File: src/design/sfs_pkg.sv
// Shared constants, table contents and types of the parameter-table slave
package sfs_pkg;

    // Opcodes seen on the single data line
    localparam logic [7:0] OP_READ_TABLE = 8'h5A;
    localparam logic [7:0] OP_RESET_ENABLE = 8'h66;
    localparam logic [7:0] OP_RESET = 8'h99;

    // Frame layout in serial clock cycles
    localparam logic [4:0] OPCODE_LAST = 5'h07;
    localparam logic [4:0] ADDR_LAST = 5'h17;
    localparam logic [4:0] DUMMY_LAST = 5'h07;

    // Software reset time and its cycle count at the core clock
    localparam int CLOCK_MHZ = 250;
    localparam int RESET_TIME_NS = 10000;
    localparam int RESET_CYCLES = (RESET_TIME_NS * CLOCK_MHZ + 999) / 1000;
    localparam logic [11:0] RESET_COUNT_LOAD = 12'(RESET_CYCLES - 1);

    // Table word offsets (byte addresses)
    localparam logic [7:0] OFS_ERASE_TYPES_THREE_FOUR = 8'h50;
    localparam logic [7:0] OFS_SUPPLY_VOLTAGE_LIMITS = 8'h60;
    localparam logic [7:0] OFS_RESET_SUSPEND_WRAP_FEATURES = 8'h64;
    localparam logic [7:0] OFS_BLOCK_LOCK_FEATURES = 8'h68;
    localparam logic [7:0] OFS_UNUSED_TAIL_WORD = 8'h6C;

    // Table word contents, lowest byte at the lowest address
    localparam logic [31:0] VAL_ERASE_TYPES_THREE_FOUR = 32'hFF00_D810;
    localparam logic [31:0] VAL_SUPPLY_VOLTAGE_LIMITS = 32'h2700_3600;
    localparam logic [31:0] VAL_RESET_SUSPEND_WRAP_FEATURES = 32'h6477_F99F;
    localparam logic [31:0] VAL_BLOCK_LOCK_FEATURES = 32'hFFFF_F800;
    localparam logic [31:0] VAL_UNUSED_TAIL_WORD = 32'hFFFF_FFFF;
    localparam logic [31:0] VAL_BLANK_WORD = 32'hFFFF_FFFF;
    localparam logic [7:0] VAL_BLANK_BYTE = 8'hFF;

    // Serial pins sampled together
    typedef struct packed {
        logic csN;
        logic sclk;
        logic mosi;
    } sfs_pins_t;

    localparam sfs_pins_t PINS_IDLE = 3'h6;

    // Frame decoder states
    typedef enum logic [2:0] {
        ST_CMD,
        ST_ADDR,
        ST_DUMMY,
        ST_DATA,
        ST_IGNORE
    } sfs_state_t;

endpackage

File: src/design/sfs_table_rom.sv
// Parameter-table byte store with registered read data
`timescale 1ns/10ps
module sfs_table_rom (
    // Clock and reset
    input wire logic clock,
    input wire logic rst,
    // Read port
    input wire logic [7:0] addr,
    output logic [7:0] data
);

    logic [31:0] word;
    logic [7:0] next_data;

    // Word lookup; anything not listed reads blank
    always_comb begin
        word = sfs_pkg::VAL_BLANK_WORD;
        if (addr[7:2] == sfs_pkg::OFS_ERASE_TYPES_THREE_FOUR[7:2]) begin
            word = sfs_pkg::VAL_ERASE_TYPES_THREE_FOUR;
        end else if (addr[7:2] == sfs_pkg::OFS_SUPPLY_VOLTAGE_LIMITS[7:2]) begin
            word = sfs_pkg::VAL_SUPPLY_VOLTAGE_LIMITS;
        end else if (addr[7:2] ==
                     sfs_pkg::OFS_RESET_SUSPEND_WRAP_FEATURES[7:2]) begin
            word = sfs_pkg::VAL_RESET_SUSPEND_WRAP_FEATURES;
        end else if (addr[7:2] == sfs_pkg::OFS_BLOCK_LOCK_FEATURES[7:2]) begin
            word = sfs_pkg::VAL_BLOCK_LOCK_FEATURES;
        end else if (addr[7:2] == sfs_pkg::OFS_UNUSED_TAIL_WORD[7:2]) begin
            word = sfs_pkg::VAL_UNUSED_TAIL_WORD;
        end
        next_data = word[{addr[1:0], 3'h0} +: 8];
    end

    // Read register
    always_ff @(posedge clock or posedge rst) begin
        if (rst) begin
            data <= sfs_pkg::VAL_BLANK_BYTE;
        end else begin
            data <= next_data;
        end
    end
endmodule

File: src/design/sfs_table_slave.sv
// Single-line serial slave that serves the parameter table and soft reset
`timescale 1ns/10ps
// Summary of operation
// - Works with master in mode 0 or mode 3, told by idle clock level.
// - Every input bit is taken on a rising serial clock edge.
// - Output bits change on falling edges, ready for next rising edge.
// - A clock cycle spans one falling edge to the next.
// - In mode 0 the first cycle starts at chip select falling.
// - Erase type 3 reports size code 10h and opcode D8h.
// - Erase type 4 reports size 00h and opcode FFh, unsupported.
// - Supply limits read 3600h max and 2700h min, low byte first.
// - Wrap length code 64h; wrap opcode field 77h, not supported.
// - Dummy cycles follow the address bits, or the mode clocks.
// - Table read accepted only in uniform widths; single line here.
// - Every unused table byte reads FFh.
// - Width triple names lines for opcode, address and data phases.
// - Reset-enable then reset back to back; 10us busy, commands refused.
module sfs_table_slave (
    // Clock and reset
    input wire logic clock,
    input wire logic rst,
    // Serial link pins
    input wire logic csN,
    input wire logic sclk,
    input wire logic mosi,
    output logic miso,
    output logic misoOe,
    // Status
    output logic resetBusy
);

    sfs_pkg::sfs_pins_t pinsMeta;
    sfs_pkg::sfs_pins_t pinsSync;
    sfs_pkg::sfs_pins_t pinsPrev;
    logic riseE;
    logic fallE;
    logic csRise;

    sfs_pkg::sfs_state_t state;
    sfs_pkg::sfs_state_t next_state;
    logic [4:0] cnt;
    logic [4:0] next_cnt;
    logic [7:0] shiftIn;
    logic [7:0] next_shiftIn;
    logic [7:0] addr;
    logic [7:0] next_addr;
    logic [7:0] outShift;
    logic [7:0] next_outShift;
    logic [2:0] bitOut;
    logic [2:0] next_bitOut;
    logic [7:0] lastOp;
    logic [7:0] next_lastOp;
    logic opDone;
    logic next_opDone;
    logic armed;
    logic next_armed;
    logic [11:0] busyCnt;
    logic [11:0] next_busyCnt;
    logic next_resetBusy;
    logic next_miso;
    logic next_misoOe;
    logic [7:0] romData;
    logic [7:0] opWord;

    // Two-stage pin synchroniser, then one more stage for edge finding
    always_ff @(posedge clock or posedge rst) begin
        if (rst) begin
            pinsMeta <= sfs_pkg::PINS_IDLE;
            pinsSync <= sfs_pkg::PINS_IDLE;
            pinsPrev <= sfs_pkg::PINS_IDLE;
        end else begin
            pinsMeta <= {csN, sclk, mosi};
            pinsSync <= pinsMeta;
            pinsPrev <= pinsSync;
        end
    end

    // Edge events; only stages after the first are looked at
    assign riseE = pinsSync.sclk && !pinsPrev.sclk;
    assign fallE = !pinsSync.sclk && pinsPrev.sclk;
    assign csRise = pinsSync.csN && !pinsPrev.csN;
    assign opWord = {shiftIn[6:0], pinsSync.mosi};

    // Table store, read continuously at the current address
    sfs_table_rom u_rom (
        .clock(clock),
        .rst(rst),
        .addr(addr),
        .data(romData)
    );

    // Frame decoder, output shifter and soft-reset sequencing
    always_comb begin
        next_state = state;
        next_cnt = cnt;
        next_shiftIn = shiftIn;
        next_addr = addr;
        next_outShift = outShift;
        next_bitOut = bitOut;
        next_lastOp = lastOp;
        next_opDone = opDone;
        next_armed = armed;
        next_busyCnt = busyCnt;
        next_resetBusy = resetBusy;
        next_miso = miso;
        next_misoOe = misoOe;
        // Reset period countdown
        if (resetBusy) begin
            if (busyCnt == 12'h000) begin
                next_resetBusy = 1'b0;
            end else begin
                next_busyCnt = busyCnt - 12'h001;
            end
        end
        if (pinsSync.csN) begin
            // Deselected: next frame restarts at its opcode
            next_state = sfs_sets_cmd();
            next_cnt = 5'h00;
            next_bitOut = 3'h0;
            next_misoOe = 1'b0;
            next_opDone = 1'b0;
            if (csRise && opDone) begin
                // One-byte commands act at deselect
                if (lastOp == sfs_pkg::OP_RESET_ENABLE && !resetBusy) begin
                    next_armed = 1'b1;
                end else if (lastOp == sfs_pkg::OP_RESET && armed) begin
                    next_armed = 1'b0;
                    next_resetBusy = 1'b1;
                    next_busyCnt = sfs_pkg::RESET_COUNT_LOAD;
                end else begin
                    next_armed = 1'b0;
                end
            end
        end else begin
            if (riseE) begin
                case (state)
                    sfs_pkg::ST_CMD: begin
                        // Falls seen before the first rise do nothing
                        next_shiftIn = opWord;
                        next_cnt = cnt + 5'h01;
                        if (cnt == sfs_pkg::OPCODE_LAST) begin
                            next_opDone = 1'b1;
                            next_lastOp = opWord;
                            next_cnt = 5'h00;
                            // Single line for all three phases only
                            if (opWord == sfs_pkg::OP_READ_TABLE &&
                                !resetBusy) begin
                                next_state = sfs_pkg::ST_ADDR;
                            end else begin
                                next_state = sfs_pkg::ST_IGNORE;
                            end
                        end
                    end
                    sfs_pkg::ST_ADDR: begin
                        // Only the low byte indexes the 256-byte table
                        next_addr = {addr[6:0], pinsSync.mosi};
                        next_cnt = cnt + 5'h01;
                        if (cnt == sfs_pkg::ADDR_LAST) begin
                            next_state = sfs_pkg::ST_DUMMY;
                            next_cnt = 5'h00;
                        end
                    end
                    sfs_pkg::ST_DUMMY: begin
                        // Wait states right after the address
                        next_cnt = cnt + 5'h01;
                        if (cnt == sfs_pkg::DUMMY_LAST) begin
                            next_state = sfs_pkg::ST_DATA;
                            next_cnt = 5'h00;
                            next_bitOut = 3'h0;
                        end
                    end
                    default: begin
                    end
                endcase
            end
            if (fallE && state == sfs_pkg::ST_DATA) begin
                // Each falling edge starts a new output cycle
                next_misoOe = 1'b1;
                next_bitOut = bitOut + 3'h1;
                if (bitOut == 3'h0) begin
                    next_miso = romData[7];
                    next_outShift = {romData[6:0], 1'b0};
                    next_addr = addr + 8'h01;
                end else begin
                    next_miso = outShift[7];
                    next_outShift = {outShift[6:0], 1'b0};
                end
            end
        end
    end

    // Keeps the deselect branch readable
    function automatic sfs_pkg::sfs_state_t sfs_sets_cmd();
        return sfs_pkg::ST_CMD;
    endfunction

    // State registers
    always_ff @(posedge clock or posedge rst) begin
        if (rst) begin
            state <= sfs_pkg::ST_CMD;
            cnt <= 5'h00;
            shiftIn <= 8'h00;
            addr <= 8'h00;
            outShift <= 8'h00;
            bitOut <= 3'h0;
            lastOp <= 8'h00;
            opDone <= 1'b0;
            armed <= 1'b0;
            busyCnt <= 12'h000;
            resetBusy <= 1'b0;
            miso <= 1'b0;
            misoOe <= 1'b0;
        end else begin
            state <= next_state;
            cnt <= next_cnt;
            shiftIn <= next_shiftIn;
            addr <= next_addr;
            outShift <= next_outShift;
            bitOut <= next_bitOut;
            lastOp <= next_lastOp;
            opDone <= next_opDone;
            armed <= next_armed;
            busyCnt <= next_busyCnt;
            resetBusy <= next_resetBusy;
            miso <= next_miso;
            misoOe <= next_misoOe;
        end
    end
endmodule

File: config.mk
export PLATFORM = sky130hd
export DESIGN_NAME = sfs_table_slave
export DESIGN_NICKNAME = d
export VERILOG_FILES = /design/src/design/sfs_pkg.sv /design/src/design/sfs_table_rom.sv /design/src/design/sfs_table_slave.sv
export SDC_FILE = /design/constraint.sdc
export NUM_CORES = 1
export LEC_CHECK = 0
export BUFFER_PORTS_ARGS = -buffer_cell sky130_fd_sc_hd__buf_2
export CORE_MARGIN = 2
export CORE_UTILIZATION = 56
export DETAILED_ROUTE_END_ITERATION = 10
export GPL_ROUTABILITY_DRIVEN = 0
export PLACE_DENSITY = 0.79
export SLEW_MARGIN = 40
export SYNTH_ARGS = -nofsm -noshare
export SYNTH_HDL_FRONTEND = slang
export SYNTH_HIERARCHICAL = 1
export SYNTH_SLANG_ARGS = --single-unit
export TNS_END_PERCENT = 10
File: constraint.sdc
create_clock -name clock -period 1.8 [get_ports clock]
set_input_delay 0.09 -clock clock [delete_from_list [all_inputs] [get_ports clock]]
set_output_delay 0.09 -clock clock [all_outputs]
set_load 0.01 [all_outputs]
; Word level (Yosys, flattened, before mapping)
; Cells that the tools add are included.
[word_totals]
regBits = 75
in_bits = 5
[op_classes]
addsub = 4
n_eq_ne = 15
shift = 1
n_mux = 46
bitwise = 1
reduce_logical = 33
[ops]
columns = op, n
row1 = $mux W32, 3
row2 = $mux W12, 6
row3 = $mux W8, 5
row4 = $mux W3, 11
row5 = $shiftx A32 B6 Y8, 1
row6 = $eq A6 B5 Y1 const B, 4
row7 = $mux W5, 4
row8 = $eq A8 B7 Y1 const B, 2
row9 = $mux W1, 14
row10 = $logic_not A12 Y1, 1
row11 = $reduce_bool A3 Y1, 4
row12 = $sub A12 B1 Y12 const B, 1
row13 = $mux W11, 1
row14 = $pmux W5 S2, 1
row15 = $ne A3 B3 Y1 const B, 3
row16 = $pmux W3 S3, 1
row17 = $reduce_and A3 Y1, 3
row18 = $add A8 B1 Y8 const B, 1
row19 = $eq A8 B8 Y1 const B, 1
row20 = $logic_and A1 B1 Y1, 8
row21 = $reduce_bool A2 Y1, 4
row22 = $eq A3 B2 Y1 const B, 2
row23 = $logic_not A3 Y1, 2
row24 = $reduce_and A2 Y1, 3
row25 = other kinds (11), 14

; Logic depth before layout (Yosys ltp)
[logic_depth]
ltp_word = 7
ltp_mapped = 7
ltp_nobuf = 6

; Hierarchy
; Netlist, hierarchy kept.
[modules_own_cells]
columns = mod, instances, cells_per_inst, area_per_inst_um2, seq_area_each_um2
row1 = sfs_table_slave, 1, 304, 3314.4, 1659.1
row2 = sfs_table_rom, 1, 42, 409.1, 183.9

; Worst setup path before layout
; OpenSTA, ideal clock, no wires.
[synth_path]
kind = register to register
from = register pinsSync[1] in the netlist's numbering
to = register lastOp[0]
setup_ps = 125
arrival_time_ps = 1690
required_ps = 1675
setup_slack_ps = -15
path_stages_with_launch = 6
path_buffers = 1
path_cell_list = dfstp_2 nand2b_1 nand3b_4 or4_1 buf_4 mux2_4
[synth_via]
elab_chain_cells = 2
[synth_lines]
columns = element, line
row1 = "start, declared", sfs_table_slave.sv:33  ; sfs_pkg::sfs_pins_t pinsSync;
row2 = "start signal, assigned", sfs_table_slave.sv:69  ; pinsSync <= sfs_pkg::PINS_IDLE;
row3 = "start signal, assigned", sfs_table_slave.sv:73  ; pinsSync <= pinsMeta;
row4 = $logic_and A1 B1 Y1, sfs_table_slave.sv:79  ; assign riseE = pinsSync.sclk && !pinsPrev.sclk;
row5 = $reduce_and A4 Y1 (no source line), -
row6 = "end signal, assigned", sfs_table_slave.sv:220  ; lastOp <= next_lastOp;
row7 = "end, declared", sfs_table_slave.sv:51  ; logic [7:0] lastOp;
; No other way between the ends.
; A chain may end at the register's enable or synchronous reset.

; Worst setup path in the final report
[layout_path]
from = register busyCnt[7]
to = register busyCnt[0]
[layout_via]
elab_chain_cells = 7
[layout_lines]
columns = element, line
row1 = "start, declared", sfs_table_slave.sv:57  ; logic [11:0] busyCnt;
row2 = "start signal, assigned", sfs_table_slave.sv:223  ; busyCnt <= next_busyCnt;
row3 = $logic_not A12 Y1 (*), sfs_table_slave.sv:109  ; if (busyCnt == 12'h000) begin
row4 = $mux W12 (*), sfs_table_slave.sv:109
row5 = $mux W12 (*), sfs_table_slave.sv:108  ; if (resetBusy) begin
row6 = $mux W12, sfs_table_slave.sv:126  ; end else if (lastOp == sfs_pkg::OP_RESET && armed) begin
row7 = $mux W12, sfs_table_slave.sv:124  ; if (lastOp == sfs_pkg::OP_RESET_ENABLE && !resetBusy) begin
row8 = $mux W12, sfs_table_slave.sv:122  ; if (csRise && opDone) begin
row9 = $mux W12 (*), sfs_table_slave.sv:115  ; if (pinsSync.csN) begin
row10 = net next_busyCnt[0], sfs_table_slave.sv:58  ; logic [11:0] next_busyCnt;
; Mark *: on every way through the listed nets, which the timed path passes. The rest lies on a longest branch.

==> results.tsv <==
metric	value	unit
part of the cycle the worst path needs	1.01	
FF-to-FF setup slack	-0.01	ns
sequential area share after synthesis	0.495	
worst hold path class	in2async	
Mean Syn Cell Area	10.8	um^2
WP buf/inv	1	
Routed Antenna Nets	0	
post-synth cell types	62	
# diodes	0	
Worst IR Drop VDD	0.612	mV
LEAKAGE	0.00200	uW
Worst-Margin Slew	0.477	ns
Die W	85.5	um
worst path cell trace	or4_4 > buf_4 > o31ai_4 > xnor2_1 > nand2_1	
area leader, netlist	dfrtp_1	
Final nets	392	
clock skew	0.00858	ns
Worst EP required	2.05	ns
Crit Path Category	reg2reg	
post-route cell area	0.00432	mm^2
drc violations	0	
layout cells sized above 1	0.272	
clk sinks	73	
Reg2Reg Depth	5	
Clock Path Buffers	2	
synthesized flop and latch total	73	
Clock Latency Late Sink	0.35	ns
Vias	2778	
routed len/inst	15.6	um
CP Launch Type	flop	
dpl ws	-0.0799	ns
top cells by area, synth	dfrtp_1, dfstp_2, mux2_4	
Arr. time, crit path	2.06	ns
Hold WS	0.286	ns
EDFF count, synth	0	
largest delay contributor family on the critical path	simple AND/OR/NAND/NOR gates	
global-route usage over all layers	0.214	
Total Wirelength	7240	um
post-synth design cell area	0.00372	mm^2
final setup violation count	1	
I/O Pins	8	
worst r2r src	busyCnt[7]$_DFF_PP0_	
Die Y	85.5	um
most common flop cell mapped by yosys	dfrtp_1	
DP Area	0.00402	mm^2
max-cap violations	0	
syn nets	357	
Post-synth ARST share	1.00	
drt pass-1 iters	5	
CTS tree	built	
Slew headroom	0.680	
most frequent cells in the layout	dfrtp_1, buf_4, nand2_1, o21ai_0, a21oi_1	
CTS buffer count	9	
most common cell after layout, fill and taps aside	dfrtp_1	
Reg-to-Reg End	busyCnt[0]$_DFF_PP0_	
total die area	0.00732	mm^2
CP max FO	5	
Hold Vio Cnt, Final	0	
initial core utilization	0.583	
Synth warnings	6	
setup ws final	-0.00993	ns
slowest stage cell, crit path	or4_4	
hpwl dp	5040	um
maximum clock rate	553	MHz
largest net degree at the start of global routing	32	
Port Buf Inserts	7	
grt total ovfl	0	
initial antenna violation count	0	
CORE AREA	0.00639	mm^2
CTS root buffer	clkbuf_8	
Clock transition at path regs	0.08	ns
area share of the largest cell type after synthesis	0.403	
fin crit period	1.81	ns
Area Growth Syn to Fin	16.0	%
initial DRC count	190	
unrepaired setup endpoints after global routing	true	
Vias per Instance	6.00	
max-slew violations	0	
PD cells	785	mW/mm^2
post-synthesis instance total	346	
CTS H-tree lvls	3	
first-pass GRT wire length	12500	um
FP Rows	29	
CP Capture Type	flop	
CP peak stage delay	0.59	ns
outcome	complete, but fails checks	
vias in the first global route	2723	
failing checks	negative setup slack	
==> synth_stat cells (all sizes together) (6+ instances only) <==
master and count:
clkbuf 10, o21a 8, or3 6, or4 8, inv 15, mux2 16, a21oi 16, nand3 8
dfstp 13, nor3 8, mux2i 9, nand4 7, o21ai 19, o22a 7, nand2b 7, dfrtp 60
nor2 14, ha 6, nor4 6, buf 10, nand2 22
==> area by class of cell <==
| cell class | count | area (um^2) |
|---|---|---|
| flip-flops and latches | 73 | 1850 |
| clock buffers | 10 | 128 |
| multi-input cells | 238 | 1770 |
| well taps | 77 | 96.3 |
| fillers | 470 | 2070 |
| clock inverters | 6 | 91.3 |
| inverters | 15 | 56.3 |
| repair buffers | 44 | 335 |
==> per-stage QoR <==
stage                     std cells   util  setup TNS [ns]  power (uW)
after global routing            463  0.676          -0.222        3520
after global placement          443  0.629               0        1990
after floorplan                 346      -         -0.0310        1930
after detailed placement        443  0.629          -0.319        2000
final                           463  0.676        -0.00993        3390
after CTS                       463  0.672         -0.0424        3430
==> how the worst max path moves through the flow <==
stage,start,to,slack [ns],cells past startpoint
2_1_floorplan,pinsSync[1]$_DFF_PP1_,lastOp[0]$_DFFE_PP0P_,-0.004,5
3_3_place_gp,busyCnt[1]$_DFF_PP0_,busyCnt[8]$_DFF_PP0_,0.02,6
3_5_place_dp,busyCnt[1]$_DFF_PP0_,busyCnt[8]$_DFF_PP0_,-0.08,6
4_1_cts,pinsSync[1]$_DFF_PP1_,lastOp[7]$_DFFE_PP0P_,-0.01,4
5_1_grt,busyCnt[7]$_DFF_PP0_,busyCnt[0]$_DFF_PP0_,-0.06,5
6_report,busyCnt[7]$_DFF_PP0_,busyCnt[0]$_DFF_PP0_,-0.01,5
==> repair_timing <==
action,in CTS,in global routing
hold buffers,4,0
endpoints found under the hold margin,27,0
buffers inserted,0,0
gates resized for setup,3,8
setup endpoints to repair,16,32
==> state kept, by name, indices dropped and copies added (netlist names), 3 cells and up <==
register    flops
busyCnt        12
addr            8
lastOp          8
outShift        7
shiftIn         7
u_rom/data      7
cnt             5
bitOut          3
pinsMeta        3
state           3
==> power by group <==
group	switching, uW	internal [uW]
sequential	75.1	1720
combinational	79.2	97.0
clock	629	788
==> cells by family (layout without fill, tap and decap cells) <==
kind of cell,count (synthesis),after routing,share of synthesized area
compound gates,79,79,0.146
simple gates,123,123,0.204
fa+ha+maj,6,6,0.0202
buf+inv,35,75,0.0427
mux,25,25,0.0806
xor+xnor,5,5,0.0118
flops,73,73,0.495
==> worst reg2reg max path, stage by stage (launching register included) <==
cell     delay (ns)
dfrtp_1        0.39
or4_4          0.59
buf_4          0.18
o31ai_4        0.31
xnor2_1        0.17
nand2_1        0.07
==> metal layers <==
| metal | GRT usage | share of wire | vias up |
|---|---|---|---|
| met5 | 0 | 0 | - |
| met4 | 0.0880 | 0.017 | 0 |
| met3 | 0.0539 | 0.031 | 14 |
| met2 | 0.342 | 0.49 | 42 |
| met1 | 0.282 | 0.46 | 1366 |
| li1 | - | - | 1356 |
No activity file was read; power rests on OpenSTA's default activity.
